File: src/pie_pkg.sv
// constants, types and helpers for the protection-information engine
//
// Operation
// - unprotected namespace moves data and metadata with no tuple processing
// - write, action 0: pass data and full metadata unchanged, check tuple
// - mismatch completes command with guard, app tag or ref tag error status
// - write, action 1, metadata 8: take data only, append generated tuple
// - write, action 1, metadata above 8: overwrite only the tuple bytes
// - tuple sits at start or end of metadata per placement setting
// - read, action 0: pass data and full metadata unchanged, check tuple
// - read, action 1, metadata 8: check tuple then strip it
// - read, action 1, metadata above 8: check, pass tuple unmodified
// - each fused half is processed exactly as the same command alone
// - compare host half uses write handling, media half uses read handling
// - check-select bit 2 compares guard with computed CRC-16 over data
// - check-select bit 1 compares app tag, masked bits ignored
// - type 1 or 2 with bit 0 compares ref tag with seeded computed tag
// - computed ref tag increments per block for types 1, 2; constant type 3
// - type 1 initial ref tag must equal low four LBA bytes, else invalid
// - type 2 initial ref tag accepted as any value
// - type 3 with check-select bit 0 aborts with invalid protection status
// - type 1 or 2 block with app tag all ones skips all checks
// - type 3 skips checks only when app and ref tags are all ones
// - inserted tuple holds computed CRC, expected app tag, computed ref tag
// - guard covers metadata before a trailing tuple, none for a leading one
// - guard holds CRC-16 over block data; app tag otherwise opaque
package pie_pkg;

	localparam logic [15:0] PIE_CRC_POLY    = 16'h8bb7;
	localparam logic [15:0] PIE_CRC_INIT    = 16'h0000;
	localparam logic [15:0] PIE_TUPLE_BYTES = 16'h0008;
	localparam logic [15:0] PIE_APP_ESCAPE  = 16'hffff;
	localparam logic [31:0] PIE_REF_ESCAPE  = 32'hffffffff;
	localparam logic [7:0]  PIE_MD_TUPLE    = 8'h08;

	// tuple field positions within the 64-bit tuple word, msb first on the wire
	localparam int PIE_GUARD_LO = 48;
	localparam int PIE_APP_LO   = 32;
	localparam int PIE_REF_LO   = 0;

	// completion status codes
	localparam logic [2:0] PIE_ST_OK      = 3'h0;
	localparam logic [2:0] PIE_ST_GUARD   = 3'h1;
	localparam logic [2:0] PIE_ST_APP     = 3'h2;
	localparam logic [2:0] PIE_ST_REF     = 3'h3;
	localparam logic [2:0] PIE_ST_INV_PI  = 3'h4;

	typedef enum logic [1:0] {PIE_TYPE_NONE, PIE_TYPE_1, PIE_TYPE_2, PIE_TYPE_3} pie_type_t;
	typedef enum logic [1:0] {PIE_OP_WRITE, PIE_OP_READ, PIE_OP_CMP_HOST, PIE_OP_CMP_MEDIA} pie_op_t;

	// one byte of crc-16, msb first, no reflection
	function automatic logic [15:0] pie_crc_byte(input logic [15:0] crc, input logic [7:0] b);
		logic [15:0] c;
		c = crc ^ {b, 8'h00};
		for (int i = 0; i < 8; i++) begin
			c = c[15] ? ((c << 1) ^ PIE_CRC_POLY) : (c << 1);
		end
		return c;
	endfunction

endpackage

File: src/pie_engine.sv
// inline end-to-end protection tuple engine on a byte stream
`timescale 1ns/1ps
module pie_engine import pie_pkg::*; #(
	parameter int BLK_BYTES = 512
) (
	input  wire logic        clk,
	input  wire logic        reset,
	input  wire pie_type_t   ns_pi_type,
	input  wire logic        pi_placement_setting,
	input  wire logic [7:0]  metadata_size,
	input  wire logic        cmd_valid,
	input  wire pie_op_t     cmd_op,
	input  wire logic        pi_action_bit,
	input  wire logic [2:0]  pi_check_select,
	input  wire logic [15:0] expected_app_tag,
	input  wire logic [15:0] app_tag_mask,
	input  wire logic [31:0] initial_ref_tag,
	input  wire logic [31:0] start_lba_low,
	input  wire logic [15:0] block_count,
	output logic             cmd_ready,
	input  wire logic        in_valid,
	input  wire logic [7:0]  in_data,
	output logic             in_ready,
	output logic             out_valid,
	output logic [7:0]       out_data,
	input  wire logic        out_ready,
	output logic             done,
	output logic [2:0]       status
);

	localparam logic [15:0] BLK = 16'(BLK_BYTES);

	// block plus largest metadata must fit the 16-bit position counter
	if (BLK_BYTES < 1 || BLK_BYTES > 65535 - 255) begin : g_chk
		$error("pie_engine: BLK_BYTES out of range");
	end

	typedef enum logic [1:0] {PIE_S_IDLE, PIE_S_RUN, PIE_S_DRAIN} pie_state_t;

	pie_state_t  state, next_state;
	pie_op_t     op, next_op;
	pie_type_t   ptype, next_ptype;
	logic        act, next_act;
	logic        first, next_first;
	logic [7:0]  md, next_md;
	logic [2:0]  chk, next_chk;
	logic [15:0] exp_app, next_exp_app;
	logic [15:0] mask, next_mask;
	logic [31:0] ref_calc, next_ref_calc;
	logic [15:0] blocks_left, next_blocks_left;
	logic [15:0] pos, next_pos;
	logic [15:0] crc, next_crc;
	logic [63:0] tup, next_tup;
	logic [2:0]  err, next_err;
	logic [7:0]  buf0, next_buf0;
	logic [7:0]  buf1, next_buf1;
	logic [1:0]  cnt, next_cnt;
	logic        next_cmd_ready;
	logic        next_in_ready;
	logic        next_out_valid;
	logic        next_done;
	logic [2:0]  next_status;

	// per-command mode decode
	logic        prot, wdir, ins, strip, gen, chk_on, t12;
	logic [15:0] blk_len, tstart, tidx16;
	logic        in_tuple, need_in, emit, step, push, pop, last;
	logic [7:0]  byte_in, byte_out, gen_byte;
	logic [63:0] gen_tuple, done_tup;
	logic        esc, g_err, a_err, r_err;

	// mode decode and byte path
	always_comb begin
		prot = (ptype != PIE_TYPE_NONE);
		t12  = (ptype == PIE_TYPE_1) || (ptype == PIE_TYPE_2);
		wdir = (op == PIE_OP_WRITE) || (op == PIE_OP_CMP_HOST);
		gen    = prot && wdir && act;
		ins    = gen && (md == PIE_MD_TUPLE);
		strip  = prot && !wdir && act && (md == PIE_MD_TUPLE);
		// action 0 checks only; check on read
		chk_on = prot && !gen;
		blk_len = BLK + {8'h00, md};
		tstart  = first ? BLK : 16'(BLK + {8'h00, md} - PIE_TUPLE_BYTES);
		tidx16  = pos - tstart;
		in_tuple = prot && (pos >= tstart) && (pos < 16'(tstart + PIE_TUPLE_BYTES));
		need_in  = !(ins && pos >= BLK);
		emit     = !(strip && pos >= BLK);
		gen_tuple = {crc, exp_app, ref_calc};
		gen_byte  = 8'(gen_tuple >> (8'd56 - {2'b00, tidx16[2:0], 3'b000}));
		byte_in   = need_in ? in_data : 8'h00;
		byte_out  = (gen && in_tuple) ? gen_byte : byte_in;
		pop  = out_valid && out_ready;
		step = (state == PIE_S_RUN) && (need_in ? (in_valid && in_ready) : (cnt < 2'd2));
		push = step && emit;
		last = step && (pos == blk_len - 16'd1);
		done_tup = (step && in_tuple) ? {tup[55:0], byte_in} : tup;
	end

	// tuple checks at block end
	always_comb begin
		// type 1/2 escape; type 3 escape
		esc = (t12 && done_tup[PIE_APP_LO +: 16] == PIE_APP_ESCAPE) ||
		      (ptype == PIE_TYPE_3 && done_tup[PIE_APP_LO +: 16] == PIE_APP_ESCAPE &&
		       done_tup[PIE_REF_LO +: 32] == PIE_REF_ESCAPE);
		g_err = chk[2] && (done_tup[PIE_GUARD_LO +: 16] != crc);
		a_err = chk[1] && (((done_tup[PIE_APP_LO +: 16] ^ exp_app) & mask) != 16'h0000);
		// ref tag compare for types 1 and 2
		r_err = chk[0] && t12 && (done_tup[PIE_REF_LO +: 32] != ref_calc);
	end

	// command and stream sequencing
	always_comb begin
		next_state       = state;
		next_op          = op;
		next_ptype       = ptype;
		next_act         = act;
		next_first       = first;
		next_md          = md;
		next_chk         = chk;
		next_exp_app     = exp_app;
		next_mask        = mask;
		next_ref_calc    = ref_calc;
		next_blocks_left = blocks_left;
		next_pos         = pos;
		next_crc         = crc;
		next_tup         = tup;
		next_err         = err;
		next_done        = 1'b0;
		next_status      = status;
		unique case (state)
			PIE_S_IDLE: begin
				if (cmd_valid && cmd_ready) begin
					// every command set up alone, fused or not
					next_op          = cmd_op;
					next_ptype       = ns_pi_type;
					next_act         = pi_action_bit;
					next_first       = pi_placement_setting;
					next_md          = metadata_size;
					next_chk         = pi_check_select;
					next_exp_app     = expected_app_tag;
					next_mask        = app_tag_mask;
					// type 2 seed taken as given
					next_ref_calc    = initial_ref_tag;
					next_blocks_left = block_count;
					next_pos         = 16'h0000;
					next_crc         = PIE_CRC_INIT;
					next_err         = PIE_ST_OK;
					// type 1 seed must match lba
					if (ns_pi_type == PIE_TYPE_1 && initial_ref_tag != start_lba_low) begin
						next_done   = 1'b1;
						next_status = PIE_ST_INV_PI;
					end else if (ns_pi_type == PIE_TYPE_3 && pi_check_select[0]) begin
						next_done   = 1'b1;
						next_status = PIE_ST_INV_PI;
					end else if (block_count == 16'h0000) begin
						next_done   = 1'b1;
						next_status = PIE_ST_OK;
					end else begin
						next_state = PIE_S_RUN;
					end
				end
			end
			PIE_S_RUN: begin
				if (step) begin
					next_pos = pos + 16'd1;
					// crc over data and metadata ahead of tuple
					if (pos < tstart) begin
						next_crc = pie_crc_byte(crc, byte_in);
					end
					if (in_tuple) begin
						next_tup = done_tup;
					end
					if (last) begin
						next_pos = 16'h0000;
						next_crc = PIE_CRC_INIT;
						if (chk_on && !esc && err == PIE_ST_OK) begin
							if (g_err) begin
								next_err = PIE_ST_GUARD;
							end else if (a_err) begin
								next_err = PIE_ST_APP;
							end else if (r_err) begin
								next_err = PIE_ST_REF;
							end
						end
						// ref tag steps for types 1 and 2 only
						if (t12) begin
							next_ref_calc = ref_calc + 32'd1;
						end
						next_blocks_left = blocks_left - 16'd1;
						if (blocks_left == 16'd1) begin
							next_state = PIE_S_DRAIN;
						end
					end
				end
			end
			PIE_S_DRAIN: begin
				// completion waits until the last byte has left the buffer
				if (cnt == 2'd0 || (cnt == 2'd1 && pop)) begin
					next_state  = PIE_S_IDLE;
					next_done   = 1'b1;
					next_status = err;
				end
			end
		endcase
	end

	// two-entry output buffer, a receiver stall back-pressures the input
	always_comb begin
		next_buf0 = buf0;
		next_buf1 = buf1;
		next_cnt  = cnt;
		if (push && !pop) begin
			if (cnt == 2'd0) begin
				next_buf0 = byte_out;
			end else begin
				next_buf1 = byte_out;
			end
			next_cnt = cnt + 2'd1;
		end else if (!push && pop) begin
			next_buf0 = buf1;
			next_cnt  = cnt - 2'd1;
		end else if (push && pop) begin
			if (cnt == 2'd1) begin
				next_buf0 = byte_out;
			end else begin
				next_buf0 = buf1;
				next_buf1 = byte_out;
			end
		end
	end

	// registered handshake outputs, ready only when a slot is free
	always_comb begin
		next_out_valid = (next_cnt != 2'd0);
		next_cmd_ready = (next_state == PIE_S_IDLE);
		next_in_ready  = (next_state == PIE_S_RUN) && (next_cnt < 2'd2) &&
		                 !(ins && next_pos >= BLK);
	end

	always_ff @(posedge clk or posedge reset) begin
		if (reset) begin
			state       <= PIE_S_IDLE;
			op          <= PIE_OP_WRITE;
			ptype       <= PIE_TYPE_NONE;
			act         <= 1'b0;
			first       <= 1'b0;
			md          <= 8'h00;
			chk         <= 3'h0;
			exp_app     <= 16'h0000;
			mask        <= 16'h0000;
			ref_calc    <= 32'h00000000;
			blocks_left <= 16'h0000;
			pos         <= 16'h0000;
			crc         <= PIE_CRC_INIT;
			tup         <= 64'h0000000000000000;
			err         <= PIE_ST_OK;
			buf0        <= 8'h00;
			buf1        <= 8'h00;
			cnt         <= 2'd0;
			cmd_ready   <= 1'b0;
			in_ready    <= 1'b0;
			out_valid   <= 1'b0;
			done        <= 1'b0;
			status      <= PIE_ST_OK;
		end else begin
			state       <= next_state;
			op          <= next_op;
			ptype       <= next_ptype;
			act         <= next_act;
			first       <= next_first;
			md          <= next_md;
			chk         <= next_chk;
			exp_app     <= next_exp_app;
			mask        <= next_mask;
			ref_calc    <= next_ref_calc;
			blocks_left <= next_blocks_left;
			pos         <= next_pos;
			crc         <= next_crc;
			tup         <= next_tup;
			err         <= next_err;
			buf0        <= next_buf0;
			buf1        <= next_buf1;
			cnt         <= next_cnt;
			cmd_ready   <= next_cmd_ready;
			in_ready    <= next_in_ready;
			out_valid   <= next_out_valid;
			done        <= next_done;
			status      <= next_status;
		end
	end

	// head of the buffer is the output byte
	assign out_data = buf0;

endmodule

File: config.mk
export PLATFORM = sky130hd
export DESIGN_NAME = pie_engine
export DESIGN_NICKNAME = d
export VERILOG_FILES = /design/src/pie_pkg.sv /design/src/pie_engine.sv
export SDC_FILE = /design/constraint.sdc
export NUM_CORES = 1
export LEC_CHECK = 0
export BUFFER_PORTS_ARGS = -buffer_cell sky130_fd_sc_hd__clkbuf_2
export CORE_MARGIN = 2
export CORE_UTILIZATION = 55
export CTS_CLUSTER_SIZE = 12
export DETAILED_ROUTE_END_ITERATION = 10
export PLACE_DENSITY_LB_ADDON = 0.25
export SLEW_MARGIN = 20
export SYNTH_ARGS = -nofsm -noshare
export SYNTH_HDL_FRONTEND = slang
export SYNTH_SLANG_ARGS = --single-unit
File: constraint.sdc
create_clock -name clk -period 21.2 [get_ports clk]
set_input_delay 2.12 -clock clk [delete_from_list [all_inputs] [get_ports clk]]
set_output_delay 2.12 -clock clk [all_outputs]
set_load 0.03 [all_outputs]
======== After elaboration in Yosys (flattened, before gate mapping) ========
Index checks and enable logic that the tools add are counted.
storage, ports and cells
  bits in registers ....................... 223
  input port bits ......................... 142
operators by class
  add/sub/neg operators ................... 11
  magnitude comparators ................... 7
  equal/unequal tests ..................... 31
  shifts and indexed selects .............. 1
  muxes and demuxes ....................... 72
  bitwise operators ....................... 11
  reductions and logical operators ........ 70
operators with widths
  operator                                               count
  two-way mux 16 bit                                     19
  two-way mux 32 bit                                     4
  two-way mux 8 bit                                      12
  case mux 16 bit (2 select lines)                       3
  NOT 10 bit                                             8
  two-way mux 64 bit                                     1
  != test 32 bit                                         2
  case mux 32 bit (2 select lines)                       1
  right shift 64 x 8 -> 8 bit                            1
  logical AND 1 bit                                      37
  two-way mux 3 bit                                      12
  adder 32 x 1 -> 32 bit, second input constant          1
  equality test 32 bit, second input constant            1
  >= comparator 16 x 10 -> 1 bit, second input constant  2
  less-than comparator 16 bit                            2
  bitwise XOR 16 bit                                     2
  two-way mux 2 bit                                      10
  adder 16 x 1 -> 16 bit, second input constant          1
  adder 16 x 4 -> 16 bit, second input constant          1
  bitwise AND 16 bit                                     1
  equality test 16 x 1 -> 1 bit, second input constant   1
  equality test 16 bit                                   1
  equality test 16 bit, second input constant            1
  >= comparator 16 bit                                   1
  34 further kinds                                       78

======== Depth between registers and ports, before layout ========
  depth in word-level cells ............... 28
  gate-level depth with buffers ........... 20

======== Worst setup path before layout ========
Ideal clock, no wire load.
  path kind ............................... input port to flip-flop
  start ................................... input port in_data[0]
  end ..................................... register err[1]
  setup time .............................. 126 ps
  arrival ................................. 4049 ps
  required time ........................... 21074 ps
  setup slack ............................. 17025 ps
  stages on the path ...................... 9
  path buffers ............................ 0
  cells stage by stage .................... o22ai_1 -> or4_1 -> a2111oi_0 -> o211ai_1 -> or4_1 -> a22oi_1 -> a31oi_1 -> nor3b_1 -> nor3_1
on the way
  cells in the longest elaborated chain, start to end .. 10
  elaborated cells between the ends (all ways) .. 13
  classes of those cells .................. eq/ne (4); mux (2); reduce/logical (7)
RTL lines
  element                           RTL line           source
  from (decl)                       pie_engine.sv:22   input wire logic [7:0] in_data,
  two-way mux 8 bit *               pie_engine.sv:90   byte_in = need_in ? in_data : 8'h00;
  two-way mux 64 bit *              pie_engine.sv:96   done_tup = (step && in_tuple) ? {tup[55:0], byte_in} : tup;
  equality test 32 bit              pie_engine.sv:104  done_tup[PIE_REF_LO +: 32] == PIE_REF_ESCAPE);
  logical AND 1 bit                 pie_engine.sv:103  (ptype == PIE_TYPE_3 && done_tup[PIE_APP_LO +: 16] == PIE_APP_ESCAPE &&
  logical OR 1 bit                  pie_engine.sv:102  esc = (t12 && done_tup[PIE_APP_LO +: 16] == PIE_APP_ESCAPE) ||
  zero test 1 bit                   pie_engine.sv:176  if (chk_on && !esc && err == PIE_ST_OK) begin
  logical AND 1 bit (2 in series)   pie_engine.sv:176
  != test 2 x 1 -> 1 bit (no line)  --
  AND reduction 6 bit (no line) *   --
  to (signal assigned)              pie_engine.sv:280  err <= next_err;
  to (decl)                         pie_engine.sv:54   logic [2:0] err, next_err;
Every way passes the cells marked *; elsewhere a longest branch is shown, timed or not.
A chain may end at the register's enable or synchronous reset.

======== Final worst setup path ========
  start ................................... register state[1]
  end ..................................... register ref_calc[22]
on the way
  cells in the longest elaborated chain, start to end .. 5
  elaborated cells between the ends (all ways) .. 11
  classes of those cells .................. eq/ne (5); mux (1); reduce/logical (5)
RTL lines
  element                        RTL line                             source
  from (decl)                    pie_engine.sv:40                     pie_state_t state, next_state;
  from (signal assigned)         pie_engine.sv:266                    state <= next_state;
  equality test 2 x 1 -> 1 bit   pie_engine.sv:93, pie_engine.sv:130
  logical AND 1 bit              pie_engine.sv:93                     step = (state == PIE_S_RUN) && (need_in ? (in_valid && in_ready) : (cnt < 2'd2));
  logical AND 1 bit              pie_engine.sv:95                     last = step && (pos == blk_len - 16'd1);
  != test 2 bit (no line)        --
  AND reduction 5 bit (no line)  --
  to (signal assigned)           pie_engine.sv:275                    ref_calc <= next_ref_calc;
  to (decl)                      pie_engine.sv:49                     logic [31:0] ref_calc, next_ref_calc;
Parallel ways exist; a longest one is shown, timed or not.

==> results.json <==
{
  "dr.pass1.iters": 10,
  "io_buffers": 155,
  "layout-drive-gt1-share_pct": 21.32,
  "synthArstFlopShare_pct": 100.0,
  "fin_skew_ns": 0.01093,
  "route.met3.wl_um": 3746,
  "dp_hpwl_um": 31350,
  "p_leak_nw": 7.725,
  "hold_violations": 0,
  "clkPwrFrac_pct": 42.7,
  "crit_fanout": 84,
  "die_h_um": 167.1,
  "top_layer": "met5",
  "max_freq_mhz": 176.4,
  "met1_length_um": 17890,
  "grt_pass1_wl_um": 69390,
  "finalSetupViolations": 0,
  "setup_tns_ns": 0,
  "core_area_um2": 26130,
  "cts-buffers-inserted": 26,
  "die_area_um2": 27940,
  "rrSetupSlack_ns": 15.53,
  "vias": 12830,
  "grt_max_degree": 154,
  "synth_top_area_cell": "dfrtp_1",
  "post-place-ws_ns": 15.46,
  "outcome": "finished with violations",
  "whs_path_depth": 2,
  "power_switching_w": 0.0002823,
  "swShare_pct": 26.94,
  "vias_per_cell": 6.398,
  "p_int_w": 0.0007658,
  "worst_ep_required_time_ns": 21.56,
  "post_cts_buffers": 0,
  "wl_met2_um": 20080,
  "drv_slew": 0,
  "hold_buffers": 0,
  "ys_seq_area_share_pct": 37.78,
  "endpoint_kind": "register",
  "path_class": "register to register",
  "violations": "DRC",
  "max_cap_violations": 0,
  "start_util_pct": 56.01,
  "synth_top_area_share_pct": 37.78,
  "synth.most_common_cell": "dfrtp_1",
  "cts-root-buf": "clkbuf_16",
  "post-route-period-util_pct": 26.73,
  "cts_tree": "done",
  "finalWirelength_um": 43140,
  "die_x_um": 167.1,
  "fill_cells": 2216,
  "pwr-share-seq_pct": 42.3,
  "hold_path.class": "register to register",
  "synth_seq_cells": 221,
  "tightest_slew_ns": 1.085,
  "reg2reg_to": "ref_calc[22]",
  "irDropWorstVdd_v": 0.00004534,
  "period_minus_slack_ns": 5.668,
  "drc_errors": 6,
  "rsz0062_at_grt": "no",
  "cts_repair_resize_count": 0,
  "antenna_found_initial": 1,
  "clk_pin_slew_ns": 0.06,
  "syn_inst": 1553,
  "ant_nets": 0,
  "final_area_um2": 16400,
  "num_io_pins": 157,
  "critical_path_arrival_ns": 6.03,
  "power_density_nw_per_um2": 63.92,
  "ys_warn_count": 0,
  "cts.htree.levels": 1,
  "hp-start": "out_data[1]",
  "syn_area_um2": 14640,
  "ys_top_cells_by_count": "221 x dfrtp_1, 119 x nand2_1, 105 x o21ai_0",
  "hold_ws_ns": 0.4794,
  "clock-sinks": 221,
  "place_area_um2": 15530,
  "grt_pass1_vias": 12580,
  "synth_cell_types": 78,
  "synth_edf_count": 0,
  "antenna_cells": 0,
  "rows": 59,
  "fin_ws_ns": 15.53,
  "synthesis.nets": 1731,
  "cts.path.max_buffers": 3,
  "reg2reg_depth": 12,
  "synth_area_per_cell_um2": 9.425,
  "p_comb_share_pct": 15.0,
  "worstReg2RegStart": "state[1]",
  "clk_latency_ns": 0.54,
  "start_kind": "register",
  "wl_per_cell_um": 21.51,
  "slew_headroom_pct": 27.67,
  "area_delta_synth_final_pct": 12.01,
  "dr.first_iter.drc_count": 1050,
  "ys.flop_type": "dfrtp_1",
  "gp_congestion": 0.9506,
  "grt-ovfl-total": 0,
  "track_usage_pct": 31.04,
  "whs_endpoint": "out_data[1]",
  "synthTopCellsByArea": "dfrtp_1 38%, mux2_2 7.8%, xor2_1 5.6%, xnor2_1 5.0%, o21ai_0 3.6%",
  "nets": 1830
}
==> sequential cells by signal, indices dropped and copies added, names as in the netlist, 3 cells and up <==
register / cells
tup: 64
ref_calc: 32
blocks_left: 16
crc: 16
exp_app: 16
mask: 16
pos: 16
buf1: 8
md: 8
out_data: 8
chk: 3
status: 3
==> final cells by class <==
| type | instances | area, µm² | area share [%] |
|---|---|---|---|
| Clock buffer | 39 | 790.8 | 4.823 |
| Multi-Input combinational cell | 1175 | 8497 | 51.82 |
| Sequential cell | 221 | 5530 | 33.73 |
| Timing Repair Buffer | 164 | 843.3 | 5.143 |
| Clock inverter | 7 | 62.56 | 0.3816 |
| Inverter | 64 | 252.7 | 1.542 |
| Tap cell | 335 | 419.2 | 2.556 |
==> layer usage <==
metal  track usage, %  up-vias
met5                0        -
met3            4.751      110
li1                 -     5850
met1            42.66     6218
met4            10.13        2
met2            50.78      647
==> power by group through the flow <==
stage	sequential, W	combinational (W)	clock, W
global route	0.000444	0.000171	0.000471
floorplan	0.000458	0.000101	0
CTS	0.000443	0.000157	0.000455
finish	0.000443	0.000157	0.000448
global placement	0.000450	0.000152	0
detailed placement	0.000451	0.000155	0
==> layout by cell type (no fill, tap or decap), types with 6 or more instances in the layout <==
cell type / n
a211oi_1: 11
a21o_1: 11
a21oi_1: 101
a22oi_1: 6
a31o_2: 7
a31oi_1: 9
and3_1: 17
buf_4: 9
clkbuf_16: 27
clkbuf_2: 155
clkbuf_8: 7
dfrtp_1: 221
ha_1: 33
inv_1: 63
mux2_2: 101
mux2i_1: 18
mux4_2: 16
nand2_1: 119
nand2b_1: 11
nand3_1: 62
nand3b_1: 19
nand4_1: 38
nor2_1: 56
nor2b_1: 14
nor3_1: 30
nor4_1: 31
o21ai_0: 105
o22ai_1: 41
o31ai_1: 18
or2_2: 7
or3_1: 11
xnor2_1: 84
xor2_1: 92
==> how the worst max path moves through the flow <==
stage | startpoint | to | slack [ns] | cells after the start
finish | state[1] | ref_calc[22] | 15.53 | 12
global route | state[1] | ref_calc[25] | 15.19 | 13
CTS | state[1] | ref_calc[22] | 15.68 | 12
detailed placement | in_valid | ref_calc[25] | 15.46 | 11
global placement | in_valid | ref_calc[22] | 15.51 | 10
floorplan | reset | act | 13.03 | 1
==> metrics by stage <==
stage / power (W) / util, % / instances
floorplan: 0.0005581 / - / 1553
global placement: 0.0006017 / 59.42 / 1959
detailed placement: 0.0006061 / 59.42 / 1959
CTS: 0.001055 / 62.68 / 2005
global route: 0.001086 / 62.74 / 2005
finish: 0.001048 / 62.74 / 2005
==> worst max-delay path, stage by stage (launching register included) <==
cell and delay (ns):
dfrtp_1 0.38, inv_1 0.11, ha_2 0.17, buf_4 0.68, inv_1 0.63, nor4_4 0.55, o2111ai_2 0.19, a211oi_4 0.55
o21a_1 0.91, o21ai_2 0.31, nor3_1 0.64, a31o_2 0.26, a21oi_1 0.07
==> cell families after synthesis <==
family | after synthesis | synth area share, %
simple gates | 446 | 16.16
mux | 135 | 11.46
fa+ha+maj | 39 | 3.334
other cells | 1 | 0.02562
buf+inv | 157 | 4.291
compound gates | 371 | 15.69
flops | 221 | 37.78
xor+xnor | 183 | 11.26
Power figures use the tool's default switching activity.
